[config.mk]
export PLATFORM = sky130hd
export DESIGN_NAME = pcs_config_port
export DESIGN_NICKNAME = d
export VERILOG_FILES = /design/src/pcs_pin_sync.v /design/src/pcs_block_timer.v /design/src/pcs_config_port.v
export VERILOG_INCLUDE_DIRS = /design/src /design/src/src
export SDC_FILE = /design/constraint.sdc
export NUM_CORES = 1
export LEC_CHECK = 0
export BUFFER_PORTS_ARGS = -buffer_cell sky130_fd_sc_hd__buf_2
export CAP_MARGIN = 10
export CORE_UTILIZATION = 58
export DETAILED_ROUTE_END_ITERATION = 10
export GPL_TIMING_DRIVEN = 0
export PLACE_DENSITY_LB_ADDON = 0.25
export SLEW_MARGIN = 10
export SYNTH_ARGS = -nofsm -noshare
export SYNTH_HDL_FRONTEND = slang
export SYNTH_SLANG_ARGS = --single-unit
export TNS_END_PERCENT = 50
[constraint.sdc]
create_clock -name i_clock -period 4.45 [get_ports i_clock]
set_input_delay 0.445 -clock i_clock [delete_from_list [all_inputs] [get_ports i_clock]]
set_output_delay 0.445 -clock i_clock [all_outputs]
set_load 0.005 [all_outputs]
[src/pcs_map.vh]
// register offsets, reset values, keys and timing counts of the configuration port unit
// included by the configuration port design file; definitions only
`ifndef PCS_MAP_VH
`define PCS_MAP_VH
`define PCS_KEY_ENTER        8'h55
`define PCS_KEY_EXIT         8'hAA
`define PCS_IDX_LDSEL        8'h07
`define PCS_IDX_CFG_CTRL     8'h02
`define PCS_IDX_INDEX_ADDR   8'h03
`define PCS_IDX_DEV_ID       8'h20
`define PCS_IDX_DEV_REV      8'h21
`define PCS_IDX_PWR_CTRL     8'h22
`define PCS_IDX_PWR_MGMT     8'h23
`define PCS_IDX_OSC_CTRL     8'h24
`define PCS_IDX_PORT_LO      8'h26
`define PCS_IDX_PORT_HI      8'h27
`define PCS_IDX_CLK_MASK     8'h28
`define PCS_IDX_TEST_D       8'h2B
`define PCS_IDX_TEST_E       8'h2C
`define PCS_IDX_TEST_A       8'h2D
`define PCS_IDX_TEST_B       8'h2E
`define PCS_IDX_TEST_C       8'h2F
`define PCS_IDX_GLOBAL_TOP   8'h2F
`define PCS_IDX_ACTIVATE     8'h30
`define PCS_IDX_BASE_HI      8'h60
`define PCS_IDX_BASE_LO      8'h61
`define PCS_IDX_IRQ_SEL      8'h70
`define PCS_IDX_DMA_SEL      8'h74
`define PCS_IDX_FLP_MODE     8'hF0
`define PCS_IDX_FLP_OPTION   8'hF1
`define PCS_IDX_FLP_TYPE     8'hF2
`define PCS_IDX_FLP_DRV0     8'hF4
`define PCS_IDX_FLP_DRV1     8'hF5
`define PCS_LD_FLOPPY        8'h00
`define PCS_LD_PRINTER       8'h03
`define PCS_RST_INDEX_ADDR   8'h03
`define PCS_RST_OSC_CTRL     8'h04
`define PCS_RST_PORT_LO_S0   8'hF0
`define PCS_RST_PORT_LO_S1   8'h70
`define PCS_RST_PORT_HI      8'h03
`define PCS_RST_BASE_HI      8'h03
`define PCS_RST_BASE_LO      8'hF0
`define PCS_RST_IRQ_SEL      8'h06
`define PCS_RST_DMA_SEL      8'h02
`define PCS_RST_FLP_MODE     8'h0E
`define PCS_RST_FLP_TYPE     8'hFF
`define PCS_SOFT_RESET_BIT   0
`define PCS_BLOCK_TIME_NS    500000
`define PCS_CLOCK_PERIOD_NS  10
`define PCS_BLOCK_CYCLES     (`PCS_BLOCK_TIME_NS / `PCS_CLOCK_PERIOD_NS)
`endif

[src/pcs_pin_sync.v]
// three-stage synchroniser for a group of pins from outside the clock domain
// a change is taken once the second and third stages agree
`timescale 1ns/1ns
module pcs_pin_sync #(
   parameter WIDTH = 1
) (
   input  wire             i_clock,
   input  wire [WIDTH-1:0] i_pin,
   output reg  [WIDTH-1:0] o_level
);
   reg [WIDTH-1:0] s1_reg;
   reg [WIDTH-1:0] s2_reg;
   reg [WIDTH-1:0] s3_reg;
   genvar g;
   always @(posedge i_clock) begin
      s1_reg <= i_pin;
      s2_reg <= s1_reg;
      s3_reg <= s2_reg;
   end
   generate
      for (g = 0; g < WIDTH; g = g + 1) begin : bit_filter
         // no reset: o_level follows the pins once both later stages agree
         always @(posedge i_clock) begin
            if (s2_reg[g] == s3_reg[g]) begin
               o_level[g] <= s3_reg[g];
            end
         end
      end
   endgenerate
endmodule

[src/pcs_block_timer.v]
// counts the host-access blocking window after a main supply power-on reset
// assumes i_start is a one-cycle or level request in the same clock domain
`timescale 1ns/1ns
module pcs_block_timer #(
   parameter CYCLES = 50000,
   parameter CW     = 17
) (
   input  wire i_clock,
   input  wire i_srst,
   input  wire i_start,
   output wire o_blocked
);
   reg [CW-1:0] count_reg;
   always @(posedge i_clock) begin
      if (i_srst) begin
         count_reg <= {CW{1'b0}};
      end else if (i_start) begin
         count_reg <= CYCLES[CW-1:0];
      end else if (count_reg != {CW{1'b0}}) begin
         count_reg <= count_reg - {{(CW-1){1'b0}}, 1'b1};
      end
   end
   assign o_blocked = (count_reg != {CW{1'b0}});
endmodule

[src/pcs_config_port.v]
// configuration key / index / data port unit with global and floppy unit registers
// assumes one host i/o cycle per i_io_wr or i_io_rd pulse, already qualified with aen
`timescale 1ns/1ns
`include "pcs_map.vh"

// Notes on behaviour
// - key 0x55 written at the key port enters configuration and opens index/data
// - key 0xAA written at the key port returns the device to run
// - only run and configuration states; run accepts only the entry key
// - in configuration, index sits at the key port, data at key port plus one
// - after an index write, data accesses reach that register of the selected device
// - global registers answer whatever logical device is selected
// - bit 0 of write-only index 0x02 soft resets registers with soft defaults
// - all host accesses ignored for 500 us after main power-on reset
// - host bus reset pin reloads every register but the factory test bytes with a hard default
// - identifier 0x20 and revision 0x21 are fixed and read only
// - floppy base resets to 0x03,0xF0, interrupt 0x06, dma 0x02
// - index and data decode only in configuration state
// - after hard or power-on reset: run state, all logical devices disabled
// - entering or leaving configuration leaves logical devices untouched
// - key port base latched from strap at reset, relocatable by two registers
module pcs_config_port #(
   parameter [7:0] DEVICE_IDENTIFIER    = 8'h5A,
   parameter [7:0] DEVICE_REV   = 8'h01,
   parameter       BLOCK_CYCLES = `PCS_BLOCK_CYCLES,
   parameter       BLOCK_CW     = 17
) (
   input  wire        i_clock,
   input  wire        i_srst,
   input  wire        i_main_por,
   input  wire        i_host_bus_reset_pin,
   input  wire        i_strap_port_sel,
   input  wire [15:0] i_io_addr,
   input  wire [7:0]  i_io_wdata,
   input  wire        i_io_wr,
   input  wire        i_io_rd,
   output reg  [7:0]  o_io_rdata,
   output reg         o_io_rd_hit,
   output wire        o_config_state,
   output wire        o_host_blocked,
   output wire [15:0] o_key_port_addr,
   output wire [7:0]  o_logical_device_select,
   output wire        o_floppy_active,
   output wire [15:0] o_floppy_base,
   output wire [7:0]  o_floppy_irq_select,
   output wire [7:0]  o_floppy_dma_select,
   output wire [7:0]  o_floppy_mode,
   output wire [7:0]  o_floppy_option,
   output wire [7:0]  o_floppy_type,
   output wire [7:0]  o_floppy_drive0_setup,
   output wire [7:0]  o_floppy_drive1_setup,
   output wire        o_printer_port_active,
   output wire [7:0]  o_power_control,
   output wire [7:0]  o_power_management,
   output wire [7:0]  o_oscillator_control,
   output wire [7:0]  o_clock_mask
);
   localparam [1:0] ST_RUN    = 2'b01;
   localparam [1:0] ST_CONFIG = 2'b10;

   function [39:0] test_defaults;
      input dummy;
      begin
         test_defaults = 40'h00_0000_0000;
      end
   endfunction

   wire       reset_pin_level;
   wire       strap_level;
   wire       host_blocked;
   reg        reset_pin_d_reg;
   reg  [1:0] settle_reg;
   reg        strap_take_reg;
   reg        hard_reset_reg;

   pcs_pin_sync #(
      .WIDTH (2)
   ) u_pin_sync (
      .i_clock (i_clock),
      .i_pin   ({i_strap_port_sel, i_host_bus_reset_pin}),
      .o_level ({strap_level, reset_pin_level})
   );

   pcs_block_timer #(
      .CYCLES (BLOCK_CYCLES),
      .CW     (BLOCK_CW)
   ) u_block_timer (
      .i_clock   (i_clock),
      .i_srst    (1'b0),
      .i_start   (i_srst | i_main_por),
      .o_blocked (host_blocked)
   );

   reg  [1:0]  state_reg;
   reg  [7:0]  index_reg;
   reg  [7:0]  index_addr_reg;
   reg  [7:0]  ldsel_reg;
   reg  [7:0]  pwr_ctrl_reg;
   reg  [7:0]  pwr_mgmt_reg;
   reg  [7:0]  osc_reg;
   reg  [7:0]  port_lo_reg;
   reg  [7:0]  port_hi_reg;
   reg  [7:0]  clk_mask_reg;
   reg  [39:0] test_reg;
   reg  [7:0]  flp_act_reg;
   reg  [7:0]  flp_base_hi_reg;
   reg  [7:0]  flp_base_lo_reg;
   reg  [7:0]  flp_irq_reg;
   reg  [7:0]  flp_dma_reg;
   reg  [7:0]  flp_mode_reg;
   reg  [7:0]  flp_option_reg;
   reg  [7:0]  flp_type_reg;
   reg  [7:0]  flp_drv0_reg;
   reg  [7:0]  flp_drv1_reg;
   reg  [7:0]  prt_act_reg;
   reg  [7:0]  rd_value;
   reg         rd_known;

   wire [15:0] key_port   = {port_hi_reg, port_lo_reg};
   wire        accept     = ~host_blocked & ~hard_reset_reg;
   wire        in_config  = (state_reg == ST_CONFIG);
   wire        at_key     = (i_io_addr == key_port);
   wire        at_data    = (i_io_addr == key_port + 16'h0001) & in_config;
   wire        key_wr     = accept & i_io_wr & at_key;
   wire        data_wr    = accept & i_io_wr & at_data;
   wire        data_rd    = accept & i_io_rd & at_data;
   wire        index_rd   = accept & i_io_rd & at_key & in_config;
   wire        global_idx = (index_reg <= `PCS_IDX_GLOBAL_TOP);
   wire        sel_flp    = (ldsel_reg == `PCS_LD_FLOPPY);
   wire        sel_prt    = (ldsel_reg == `PCS_LD_PRINTER);
   wire        soft_reset = data_wr & (index_reg == `PCS_IDX_CFG_CTRL)
                            & i_io_wdata[`PCS_SOFT_RESET_BIT];

   // the pin synchroniser has no reset: hold hard reset and take the strap once it has filled
   always @(posedge i_clock) begin
      if (i_srst) begin
         reset_pin_d_reg <= 1'b0;
         hard_reset_reg  <= 1'b1;
         strap_take_reg  <= 1'b0;
         settle_reg      <= 2'b11;
      end else begin
         settle_reg      <= {1'b0, settle_reg[1]};
         reset_pin_d_reg <= reset_pin_level;
         hard_reset_reg  <= (|settle_reg) | reset_pin_level | i_main_por;
         strap_take_reg  <= (settle_reg == 2'b01) | i_main_por
                            | (~|settle_reg & reset_pin_d_reg & ~reset_pin_level);
      end
   end

   // state: key port written in both states; index port shares its address
   always @(posedge i_clock) begin
      if (i_srst | hard_reset_reg) begin
         state_reg <= ST_RUN;
         index_reg <= 8'h00;
      end else begin
         case (state_reg)
            ST_RUN: begin
               if (key_wr && i_io_wdata == `PCS_KEY_ENTER) begin
                  state_reg <= ST_CONFIG;
               end
               // every other run-state write is dropped
            end
            ST_CONFIG: begin
               if (key_wr && i_io_wdata == `PCS_KEY_EXIT) begin
                  state_reg <= ST_RUN;
               end else if (key_wr) begin
                  index_reg <= i_io_wdata;
               end
            end
            default: begin
               state_reg <= ST_RUN;
            end
         endcase
      end
   end

   // registers; the state change above never touches these, so devices run on
   always @(posedge i_clock) begin
      if (i_srst | hard_reset_reg) begin
         index_addr_reg  <= `PCS_RST_INDEX_ADDR;
         ldsel_reg       <= 8'h00;
         pwr_ctrl_reg    <= 8'h00;
         pwr_mgmt_reg    <= 8'h00;
         osc_reg         <= `PCS_RST_OSC_CTRL;
         clk_mask_reg    <= 8'h00;
         flp_act_reg     <= 8'h00;
         flp_base_hi_reg <= `PCS_RST_BASE_HI;
         flp_base_lo_reg <= `PCS_RST_BASE_LO;
         flp_irq_reg     <= `PCS_RST_IRQ_SEL;
         flp_dma_reg     <= `PCS_RST_DMA_SEL;
         flp_mode_reg    <= `PCS_RST_FLP_MODE;
         flp_option_reg  <= 8'h00;
         flp_type_reg    <= `PCS_RST_FLP_TYPE;
         flp_drv0_reg    <= 8'h00;
         flp_drv1_reg    <= 8'h00;
         prt_act_reg     <= 8'h00;
      end else if (soft_reset) begin
         ldsel_reg       <= 8'h00;
         pwr_ctrl_reg    <= 8'h00;
         clk_mask_reg    <= 8'h00;
         flp_act_reg     <= 8'h00;
         flp_base_hi_reg <= `PCS_RST_BASE_HI;
         flp_base_lo_reg <= `PCS_RST_BASE_LO;
         flp_irq_reg     <= `PCS_RST_IRQ_SEL;
         flp_dma_reg     <= `PCS_RST_DMA_SEL;
         prt_act_reg     <= 8'h00;
      end else if (data_wr && global_idx) begin
         if (index_reg == `PCS_IDX_INDEX_ADDR) begin
            index_addr_reg <= i_io_wdata;
         end else if (index_reg == `PCS_IDX_LDSEL) begin
            ldsel_reg <= i_io_wdata;
         end else if (index_reg == `PCS_IDX_PWR_CTRL) begin
            pwr_ctrl_reg <= i_io_wdata;
         end else if (index_reg == `PCS_IDX_PWR_MGMT) begin
            pwr_mgmt_reg <= i_io_wdata;
         end else if (index_reg == `PCS_IDX_OSC_CTRL) begin
            osc_reg <= i_io_wdata;
         end else if (index_reg == `PCS_IDX_CLK_MASK) begin
            clk_mask_reg <= i_io_wdata;
         end
      end else if (data_wr && sel_flp) begin
         if (index_reg == `PCS_IDX_ACTIVATE) begin
            flp_act_reg <= i_io_wdata;
         end else if (index_reg == `PCS_IDX_BASE_HI) begin
            flp_base_hi_reg <= i_io_wdata;
         end else if (index_reg == `PCS_IDX_BASE_LO) begin
            flp_base_lo_reg <= i_io_wdata;
         end else if (index_reg == `PCS_IDX_IRQ_SEL) begin
            flp_irq_reg <= i_io_wdata;
         end else if (index_reg == `PCS_IDX_DMA_SEL) begin
            flp_dma_reg <= i_io_wdata;
         end else if (index_reg == `PCS_IDX_FLP_MODE) begin
            flp_mode_reg <= i_io_wdata;
         end else if (index_reg == `PCS_IDX_FLP_OPTION) begin
            flp_option_reg <= i_io_wdata;
         end else if (index_reg == `PCS_IDX_FLP_TYPE) begin
            flp_type_reg <= i_io_wdata;
         end else if (index_reg == `PCS_IDX_FLP_DRV0) begin
            flp_drv0_reg <= i_io_wdata;
         end else if (index_reg == `PCS_IDX_FLP_DRV1) begin
            flp_drv1_reg <= i_io_wdata;
         end
      end else if (data_wr && sel_prt && index_reg == `PCS_IDX_ACTIVATE) begin
         prt_act_reg <= i_io_wdata;
      end
   end

   // key port address: strap default on reset release, host may move it afterwards
   always @(posedge i_clock) begin
      if (i_srst) begin
         port_lo_reg <= `PCS_RST_PORT_LO_S0;
         port_hi_reg <= `PCS_RST_PORT_HI;
      end else if (strap_take_reg) begin
         port_lo_reg <= strap_level ? `PCS_RST_PORT_LO_S1 : `PCS_RST_PORT_LO_S0;
         port_hi_reg <= `PCS_RST_PORT_HI;
      end else if (data_wr && index_reg == `PCS_IDX_PORT_LO) begin
         port_lo_reg <= i_io_wdata;
      end else if (data_wr && index_reg == `PCS_IDX_PORT_HI) begin
         port_hi_reg <= i_io_wdata;
      end
   end

   // factory test bytes load only on i_srst or the main power-on reset, not on the bus reset pin
   always @(posedge i_clock) begin
      if (i_srst | i_main_por) begin
         test_reg <= test_defaults(1'b0);
      end else if (data_wr && index_reg >= `PCS_IDX_TEST_D && index_reg <= `PCS_IDX_TEST_C) begin
         test_reg[(index_reg[2:0] - 3'd3) * 8 +: 8] <= i_io_wdata;
      end
   end

   // read mux; config control reads zero since it is write only
   always @* begin
      rd_value = 8'h00;
      rd_known = 1'b1;
      if (global_idx) begin
         if (index_reg == `PCS_IDX_INDEX_ADDR) begin
            rd_value = index_addr_reg;
         end else if (index_reg == `PCS_IDX_LDSEL) begin
            rd_value = ldsel_reg;
         end else if (index_reg == `PCS_IDX_DEV_ID) begin
            rd_value = DEVICE_IDENTIFIER;
         end else if (index_reg == `PCS_IDX_DEV_REV) begin
            rd_value = DEVICE_REV;
         end else if (index_reg == `PCS_IDX_PWR_CTRL) begin
            rd_value = pwr_ctrl_reg;
         end else if (index_reg == `PCS_IDX_PWR_MGMT) begin
            rd_value = pwr_mgmt_reg;
         end else if (index_reg == `PCS_IDX_OSC_CTRL) begin
            rd_value = osc_reg;
         end else if (index_reg == `PCS_IDX_PORT_LO) begin
            rd_value = port_lo_reg;
         end else if (index_reg == `PCS_IDX_PORT_HI) begin
            rd_value = port_hi_reg;
         end else if (index_reg == `PCS_IDX_CLK_MASK) begin
            rd_value = clk_mask_reg;
         end else if (index_reg >= `PCS_IDX_TEST_D) begin
            rd_value = test_reg[(index_reg[2:0] - 3'd3) * 8 +: 8];
         end
      end else if (sel_flp) begin
         if (index_reg == `PCS_IDX_ACTIVATE) begin
            rd_value = flp_act_reg;
         end else if (index_reg == `PCS_IDX_BASE_HI) begin
            rd_value = flp_base_hi_reg;
         end else if (index_reg == `PCS_IDX_BASE_LO) begin
            rd_value = flp_base_lo_reg;
         end else if (index_reg == `PCS_IDX_IRQ_SEL) begin
            rd_value = flp_irq_reg;
         end else if (index_reg == `PCS_IDX_DMA_SEL) begin
            rd_value = flp_dma_reg;
         end else if (index_reg == `PCS_IDX_FLP_MODE) begin
            rd_value = flp_mode_reg;
         end else if (index_reg == `PCS_IDX_FLP_OPTION) begin
            rd_value = flp_option_reg;
         end else if (index_reg == `PCS_IDX_FLP_TYPE) begin
            rd_value = flp_type_reg;
         end else if (index_reg == `PCS_IDX_FLP_DRV0) begin
            rd_value = flp_drv0_reg;
         end else if (index_reg == `PCS_IDX_FLP_DRV1) begin
            rd_value = flp_drv1_reg;
         end
      end else if (sel_prt && index_reg == `PCS_IDX_ACTIVATE) begin
         rd_value = prt_act_reg;
      end else begin
         rd_known = 1'b0;
      end
   end

   always @(posedge i_clock) begin
      if (i_srst) begin
         o_io_rdata  <= 8'h00;
         o_io_rd_hit <= 1'b0;
      end else begin
         o_io_rd_hit <= data_rd | index_rd;
         if (index_rd) begin
            o_io_rdata <= index_reg;
         end else if (data_rd) begin
            o_io_rdata <= rd_known ? rd_value : 8'h00;
         end
      end
   end

   assign o_config_state          = in_config;
   assign o_host_blocked          = host_blocked;
   assign o_key_port_addr         = key_port;
   assign o_logical_device_select = ldsel_reg;
   assign o_floppy_active         = flp_act_reg[0];
   assign o_floppy_base           = {flp_base_hi_reg, flp_base_lo_reg};
   assign o_floppy_irq_select     = flp_irq_reg;
   assign o_floppy_dma_select     = flp_dma_reg;
   assign o_floppy_mode           = flp_mode_reg;
   assign o_floppy_option         = flp_option_reg;
   assign o_floppy_type           = flp_type_reg;
   assign o_floppy_drive0_setup   = flp_drv0_reg;
   assign o_floppy_drive1_setup   = flp_drv1_reg;
   assign o_printer_port_active   = prt_act_reg[0];
   assign o_power_control         = pwr_ctrl_reg;
   assign o_power_management      = pwr_mgmt_reg;
   assign o_oscillator_control    = osc_reg;
   assign o_clock_mask            = clk_mask_reg;
endmodule

; ---- Word-level counts from Yosys, hierarchy flattened
; Cells that the tools add are included.
[classes]
bitwise_logic = 42
reduce_logical = 39
eq_ne = 33
n_mux = 38
add_sub_neg = 4
n_shift = 3
magnitude_cmp = 2
[op_table]
columns = operator, count
row1 = 8-bit two-way mux, 30
row2 = 8-bit by 6-bit equality test with 1-bit output (second input constant), 9
row3 = 8-bit equality test (second input constant), 6
row4 = 40-bit bitwise mux, 1
row5 = 8-bit by 7-bit equality test with 1-bit output (second input constant), 5
row6 = 8-bit by 34-bit variable shift with 40-bit output (first input constant), 1
row7 = 40-bit by 33-bit indexed part select with 8-bit output, 1
row8 = 8-bit by 34-bit indexed part select with 40-bit output, 1
row9 = 32-bit negation with 34-bit output, 1
row10 = 16-bit equality test, 2
row11 = 8-bit by 2-bit equality test with 1-bit output (second input constant), 3
row12 = 1-bit inverter, 22
row13 = 7-bit AND reduction, 3
row14 = 17-bit nonzero test, 1
row15 = 17-bit by 1-bit subtractor with 17-bit output (second input constant), 1
row16 = 16-bit by 1-bit adder with 16-bit output (second input constant), 1
row17 = 3-bit AND reduction, 5
row18 = 1-bit bitwise AND, 13
row19 = 13-bit AND reduction, 1
row20 = 12-bit AND reduction, 1
row21 = 6-bit AND reduction, 2
row22 = 1-bit logical AND, 11
row23 = 11-bit AND reduction, 1
row24 = 10-bit AND reduction, 1
row25 = 21 further kinds, 38
[word_totals]
input_bits = 31
output_inout_bits = 141
regBits = 241
elab_cells = 196

; ---- Longest topological paths before layout
[logic_depth]
ltp_word = 17
ltp_mapped = 14
ltp_nobuf = 10

; ---- Hierarchy
; From an unflattened synthesis, not the netlist that was laid out.
[unflattened]
cells_unflattened = 1444
area_unflattened_um2 = 12421.9
[by_module_without_submodules]
columns = module, seq_area_each_um2, n_inst, cells_per_inst, area_each_um2
row1 = pcs_config_port, 4324.1, 1, 1336, 11388.4
row2 = pcs_block_timer, 340.3, 1, 98, 835.8
row3 = pcs_pin_sync, 180.2, 1, 10, 197.7

; ---- Worst setup path before layout
; No wires, ideal clock.
[synth_timing]
path_type = register to register
from = reg index_reg[0]
to = reg test_reg[32]
synth_period_minus_slack_ns = 3.517
arrival_time_ns = 3.389
setup_ns = 0.127
path_slack_ns = 0.933
required_ns = 4.323
n_path_buf = 3
path_stages_with_launch = 12
cell_sequence = dfxtp_1 clkbuf_1 inv_1 ha_1 buf_1 nor2b_1 clkbuf_1 nand2_1 ha_1 nor3_1 nand4_2 mux2i_1
[synth_via]
elab_chain_cells = 4
elab_cells_between_ends = 9
cone_classes = add/sub (2) / order compare (2) / shift (2) / mux (1) / reduce/logical (2)
[synth_rtl]
columns = element, line_no
row1 = from (decl), pcs_config_port.v:95  ; reg [7:0] index_reg;
row2 = from (signal assigned), pcs_config_port.v:167  ; index_reg <= i_io_wdata;
row3 = 3-bit by 2-bit subtractor with 4-bit output, pcs_config_port.v:268  ; test_reg[(index_reg[2:0] - 3'd3) * 8 +: 8] <= i_io_wdata;
row4 = 32-bit negation with 34-bit output, pcs_config_port.v:268
row5 = 8-bit by 34-bit indexed part select with 40-bit output or 8-bit by 34-bit variable shift with 40-bit output (tied branches), pcs_config_port.v:268
row6 = 40-bit bitwise mux, pcs_config_port.v:268
row7 = to (signal assigned), pcs_config_port.v:266  ; test_reg <= test_defaults(1'b0);
row8 = "to (signal, indexed assignment)", pcs_config_port.v:268
row9 = to (decl), pcs_config_port.v:104  ; reg [39:0] test_reg;
; Several ways; a longest one is shown, not always the timed one.
; A chain may end at the register's enable or synchronous reset.

; ---- Worst setup path in the final report
[layout_timing]
from = reg index_reg[0]
to = reg o_io_rdata[1]
[layout_via]
elab_chain_cells = 17
elab_cells_between_ends = 55
cone_classes = add/sub (1) / order compare (2) / eq/ne (20) / shift (1) / mux (30) / reduce/logical (1)
[layout_rtl]
columns = element, line_no
row1 = 3-bit by 2-bit subtractor with 4-bit output, pcs_config_port.v:298  ; rd_value = test_reg[(index_reg[2:0] - 3'd3) * 8 +: 8];
row2 = 40-bit by 33-bit indexed part select with 8-bit output, pcs_config_port.v:298
row3 = 8-bit two-way mux, pcs_config_port.v:297  ; end else if (index_reg >= `PCS_IDX_TEST_D) begin
row4 = 8-bit two-way mux, pcs_config_port.v:295  ; end else if (index_reg == `PCS_IDX_CLK_MASK) begin
row5 = 8-bit two-way mux, pcs_config_port.v:293  ; end else if (index_reg == `PCS_IDX_PORT_HI) begin
row6 = 8-bit two-way mux, pcs_config_port.v:291  ; end else if (index_reg == `PCS_IDX_PORT_LO) begin
row7 = 8-bit two-way mux, pcs_config_port.v:289  ; end else if (index_reg == `PCS_IDX_OSC_CTRL) begin
row8 = 8-bit two-way mux, pcs_config_port.v:287  ; end else if (index_reg == `PCS_IDX_PWR_MGMT) begin
row9 = 8-bit two-way mux, pcs_config_port.v:285  ; end else if (index_reg == `PCS_IDX_PWR_CTRL) begin
row10 = 8-bit two-way mux, pcs_config_port.v:283  ; end else if (index_reg == `PCS_IDX_DEV_REV) begin
row11 = 8-bit two-way mux, pcs_config_port.v:281  ; end else if (index_reg == `PCS_IDX_DEV_ID) begin
row12 = 8-bit two-way mux, pcs_config_port.v:279  ; end else if (index_reg == `PCS_IDX_LDSEL) begin
row13 = 8-bit two-way mux, pcs_config_port.v:277  ; if (index_reg == `PCS_IDX_INDEX_ADDR) begin
row14 = 8-bit two-way mux, pcs_config_port.v:276  ; if (global_idx) begin
row15 = 8-bit two-way mux *, pcs_config_port.v:338  ; o_io_rdata <= rd_known ? rd_value : 8'h00;
row16 = 8-bit two-way mux *, pcs_config_port.v:337  ; end else if (data_rd) begin
row17 = 8-bit two-way mux *, pcs_config_port.v:335  ; if (index_rd) begin
row18 = to (signal assigned), pcs_config_port.v:336  ; o_io_rdata <= index_reg;
row19 = to (signal assigned), pcs_config_port.v:338
row20 = to (decl), pcs_config_port.v:37  ; output reg [7:0] o_io_rdata,
; Every way passes the cells marked *; elsewhere a longest branch is shown, timed or not. The select of a mux whose other input is x is not followed.

==> out/metrics.yaml <==
synthesis:
  syn-num-nets: 1492
  synth-edff-count: 2
  ys_types: 83
  yosysMostFrequentCell: "dfxtp_1"
  ys_warn_count: 0
  ys_top_cells_by_area: "dfxtp_1, mux2i_1, nand2_1"
  syn_avg_cell_area_um2: 8.67
  ys.flop_type: "dfxtp_1"
  async_flop_share_pct: 0
  synthesis.area_um2: 12600
  yosysTopAreaCellShare_pct: 38.0
  yosysTopAreaCell: "dfxtp_1"
  yosysSeqAreaShare_pct: 38.5
  ys_ff_latch: 241
  ys_top_cells_by_count: "dfxtp_1, mux2i_1, nand2_1, nor2_1, clkbuf_1"
  netlist_instances: 1451
pwr:
  p_seq_share_pct: 47.0
  power.density_nw_per_um2: 316
  p_leak_uw: 0.00640
  internal_power_uw: 3590
  switching_share_pct: 22.6
  power_uw: 4640
  vdd_drop_max_v: 0.000500
  switchingPower_uw: 1050
  comb_power_share_pct: 3.4
  power.share.clock_pct: 49.7
timing:
  worst_pin_slew_ps: 1280
  hold_violations: 0
  rsz0062_at_grt: "no"
  post-route-period-util_pct: 96.9
  fin_setup_tns_ps: 0
  finClkSkew_ps: 22.0
  fmax_mhz: 232
  slew_headroom_pct: 14.4
  finalCriticalPeriod_ps: 4310
  drv_slew: 0
  setup_violations: 0
setup_path:
  worstPathRequired_ps: 4960
  crit_slowest_cell: "clkbuf_1"
  worstPathCellList: "clkbuf_2 > inv_1 > ha_1 > buf_2 > or3b_2 > clkbuf_1 > clkbuf_1 > o22ai_1 > a2bb2oi_1 > o211ai_1 > and3_1 > a211oi_1 > o211a_1"
  cpMostUsedCell: "clkbuf_1"
  worst_path_largest_cell_delay_ps: 700
  cp_max_fo: 10
  crit_buf_inv: 5
  path_delay_family: "buffers and inverters"
  endpoint_kind: "flip-flop"
  startpoint_type: "flip-flop"
  path_class: "reg -> reg"
  cp.arrival_ps: 4820
floorplan:
  ios: 172
  core_region_area_um2: 21200
  chipHeight_um: 149
  initial_core_util_pct: 59.4
  die_w_um: 149
  core.rowCount: 53
  dieArea_um2: 22300
grt:
  grt_pass1_wl_um: 72400
  overflow: 0
  antenna_found_initial: 1
  grt_use_total_pct: 43.5
  grt_pass1_vias: 11900
  grt_max_degree: 15
flow_run:
  drv_cap: 0
clock_tree:
  clk-insertion-delay-late_ps: 560
  clk_path_buf_depth: 3
  clockRootBuffer: "clkbuf_16"
  cts_buffers: 25
  clk_pin_slew_ps: 70
  clock-sinks: 241
  cts_tree: "built"
  postCtsSetupRepairBufs: 0
  htree_num_levels: 1
placed_design:
  portBuffers: 163
  gp_congestion: 1.02
  post-dp-hpwl_um: 36900
finish:
  num_antenna_cells: 0
  drive_gt1_share_pct: 17.3
  areaGrowthSynthToFinish_pct: 16.7
  largest_register_ffs: 40
  final_nets: 1684
hold_path:
  min-delay-path-class: "in -> reg"
route:
  drtPass1Iterations: 6
  post_drt_wl_per_cell_um: 25.5
  final_antenna_net_count: 0
  vias: 12800
  drt_wl_total_um: 49400
  drc: 0
  via_per_inst: 6.58
  drtIter0Drc: 1423
run_status:
  status: "finished, final reports clean"
==> stage by stage <==
stage	hold slack, ps	worst slack, ps	instances	utilization, %	instance area, µm²
after floorplan	310	933	1451	-	12600
after global placement	313	7.30	1889	64.9	13700
after detailed placement	320	-77.0	1889	64.9	13700
after CTS	0.190	125	1936	69.3	14700
after global routing	117	16.1	1937	69.4	14700
final	119	138	1937	69.4	14700
==> timing repair <==
item                                    4_1_cts  5_1_grt
pin swaps                                     0        0
hold endpoints to repair                      1        1
resized for setup                             1        1
endpoints found under the setup margin       33       32
hold buffers                                  1        1
==> area by class of cell <==
cell class	instances	area (µm²)
multi-input cells	1074	7200
plain buffers	113	460
inverters	23	86.3
clock inverters	17	234
flip-flops and latches	241	4840
fillers	1704	6480
repair buffers	165	836
well taps	275	344
clock buffers	29	671
==> power by group through the flow <==
stage	Clock, µW	Sequential [µW]	Combinational [µW]
6_report	2310	2180	156
4_1_cts	2310	2180	149
5_1_grt	2390	2180	162
3_5_place_dp	0	2230	147
2_1_floorplan	0	2230	85.5
3_3_place_gp	0	2230	145
==> cells in the final DEF, fill, tap and decap left out, types with 9 or more instances in the layout <==
| master | count |
|---|---|
| a211oi_1 | 10 |
| a21oi_1 | 54 |
| a221oi_1 | 12 |
| and2_1 | 10 |
| and3_1 | 9 |
| buf_2 | 181 |
| clkbuf_1 | 84 |
| clkbuf_16 | 25 |
| dfxtp_1 | 239 |
| ha_1 | 10 |
| inv_1 | 23 |
| mux2i_1 | 184 |
| nand2_1 | 177 |
| nand3_1 | 72 |
| nand4_1 | 21 |
| nor2_1 | 150 |
| nor2b_1 | 9 |
| nor3_1 | 20 |
| nor4_1 | 31 |
| o211ai_1 | 10 |
| o21ai_0 | 41 |
| o22ai_1 | 19 |
| or2_2 | 10 |
| xnor2_1 | 24 |
| xor2_1 | 14 |
==> final timing paths <==
check	startpoint	slack, ps	cells past startpoint	to
worst max-delay path	index_reg[0]$_SDFFE_PP0P_	140	13	o_io_rdata[1]$_SDFFE_PP0P_
worst min register to register	u_pin_sync.s1_reg[1]$_DFF_P_	330	0	u_pin_sync.s2_reg[1]$_DFF_P_
worst min-delay path	i_srst	120	1	settle_reg[1]$_DFF_P_
worst max register to register	index_reg[0]$_SDFFE_PP0P_	140	13	o_io_rdata[1]$_SDFFE_PP0P_
==> kinds of logic (layout without fill, tap and decap cells) <==
kind of cell / count (synthesis) / count (layout) / share of synthesized area [%]
and+or+nand+nor: 597 / 597 / 24.5
DFF: 241 / 241 / 38.5
AOI/OAI and AO/OA: 237 / 237 / 12.9
muxes: 192 / 192 / 16.1
buffers and inverters: 136 / 347 / 4.34
xor gates and xnor gates: 38 / 38 / 2.65
adders and majority gates: 10 / 10 / 0.995
==> layer usage <==
layer,vias to the layer above,GRT usage (%),wire (µm),share of wire (%)
met3,187,8.72,5390,11
met5,-,0,0,0
met4,0,27.0,3300,6.7
met1,6063,55.8,19100,39
li1,5635,-,-,-
met2,869,67.0,21600,44
(Power assumes the default switching activity.)
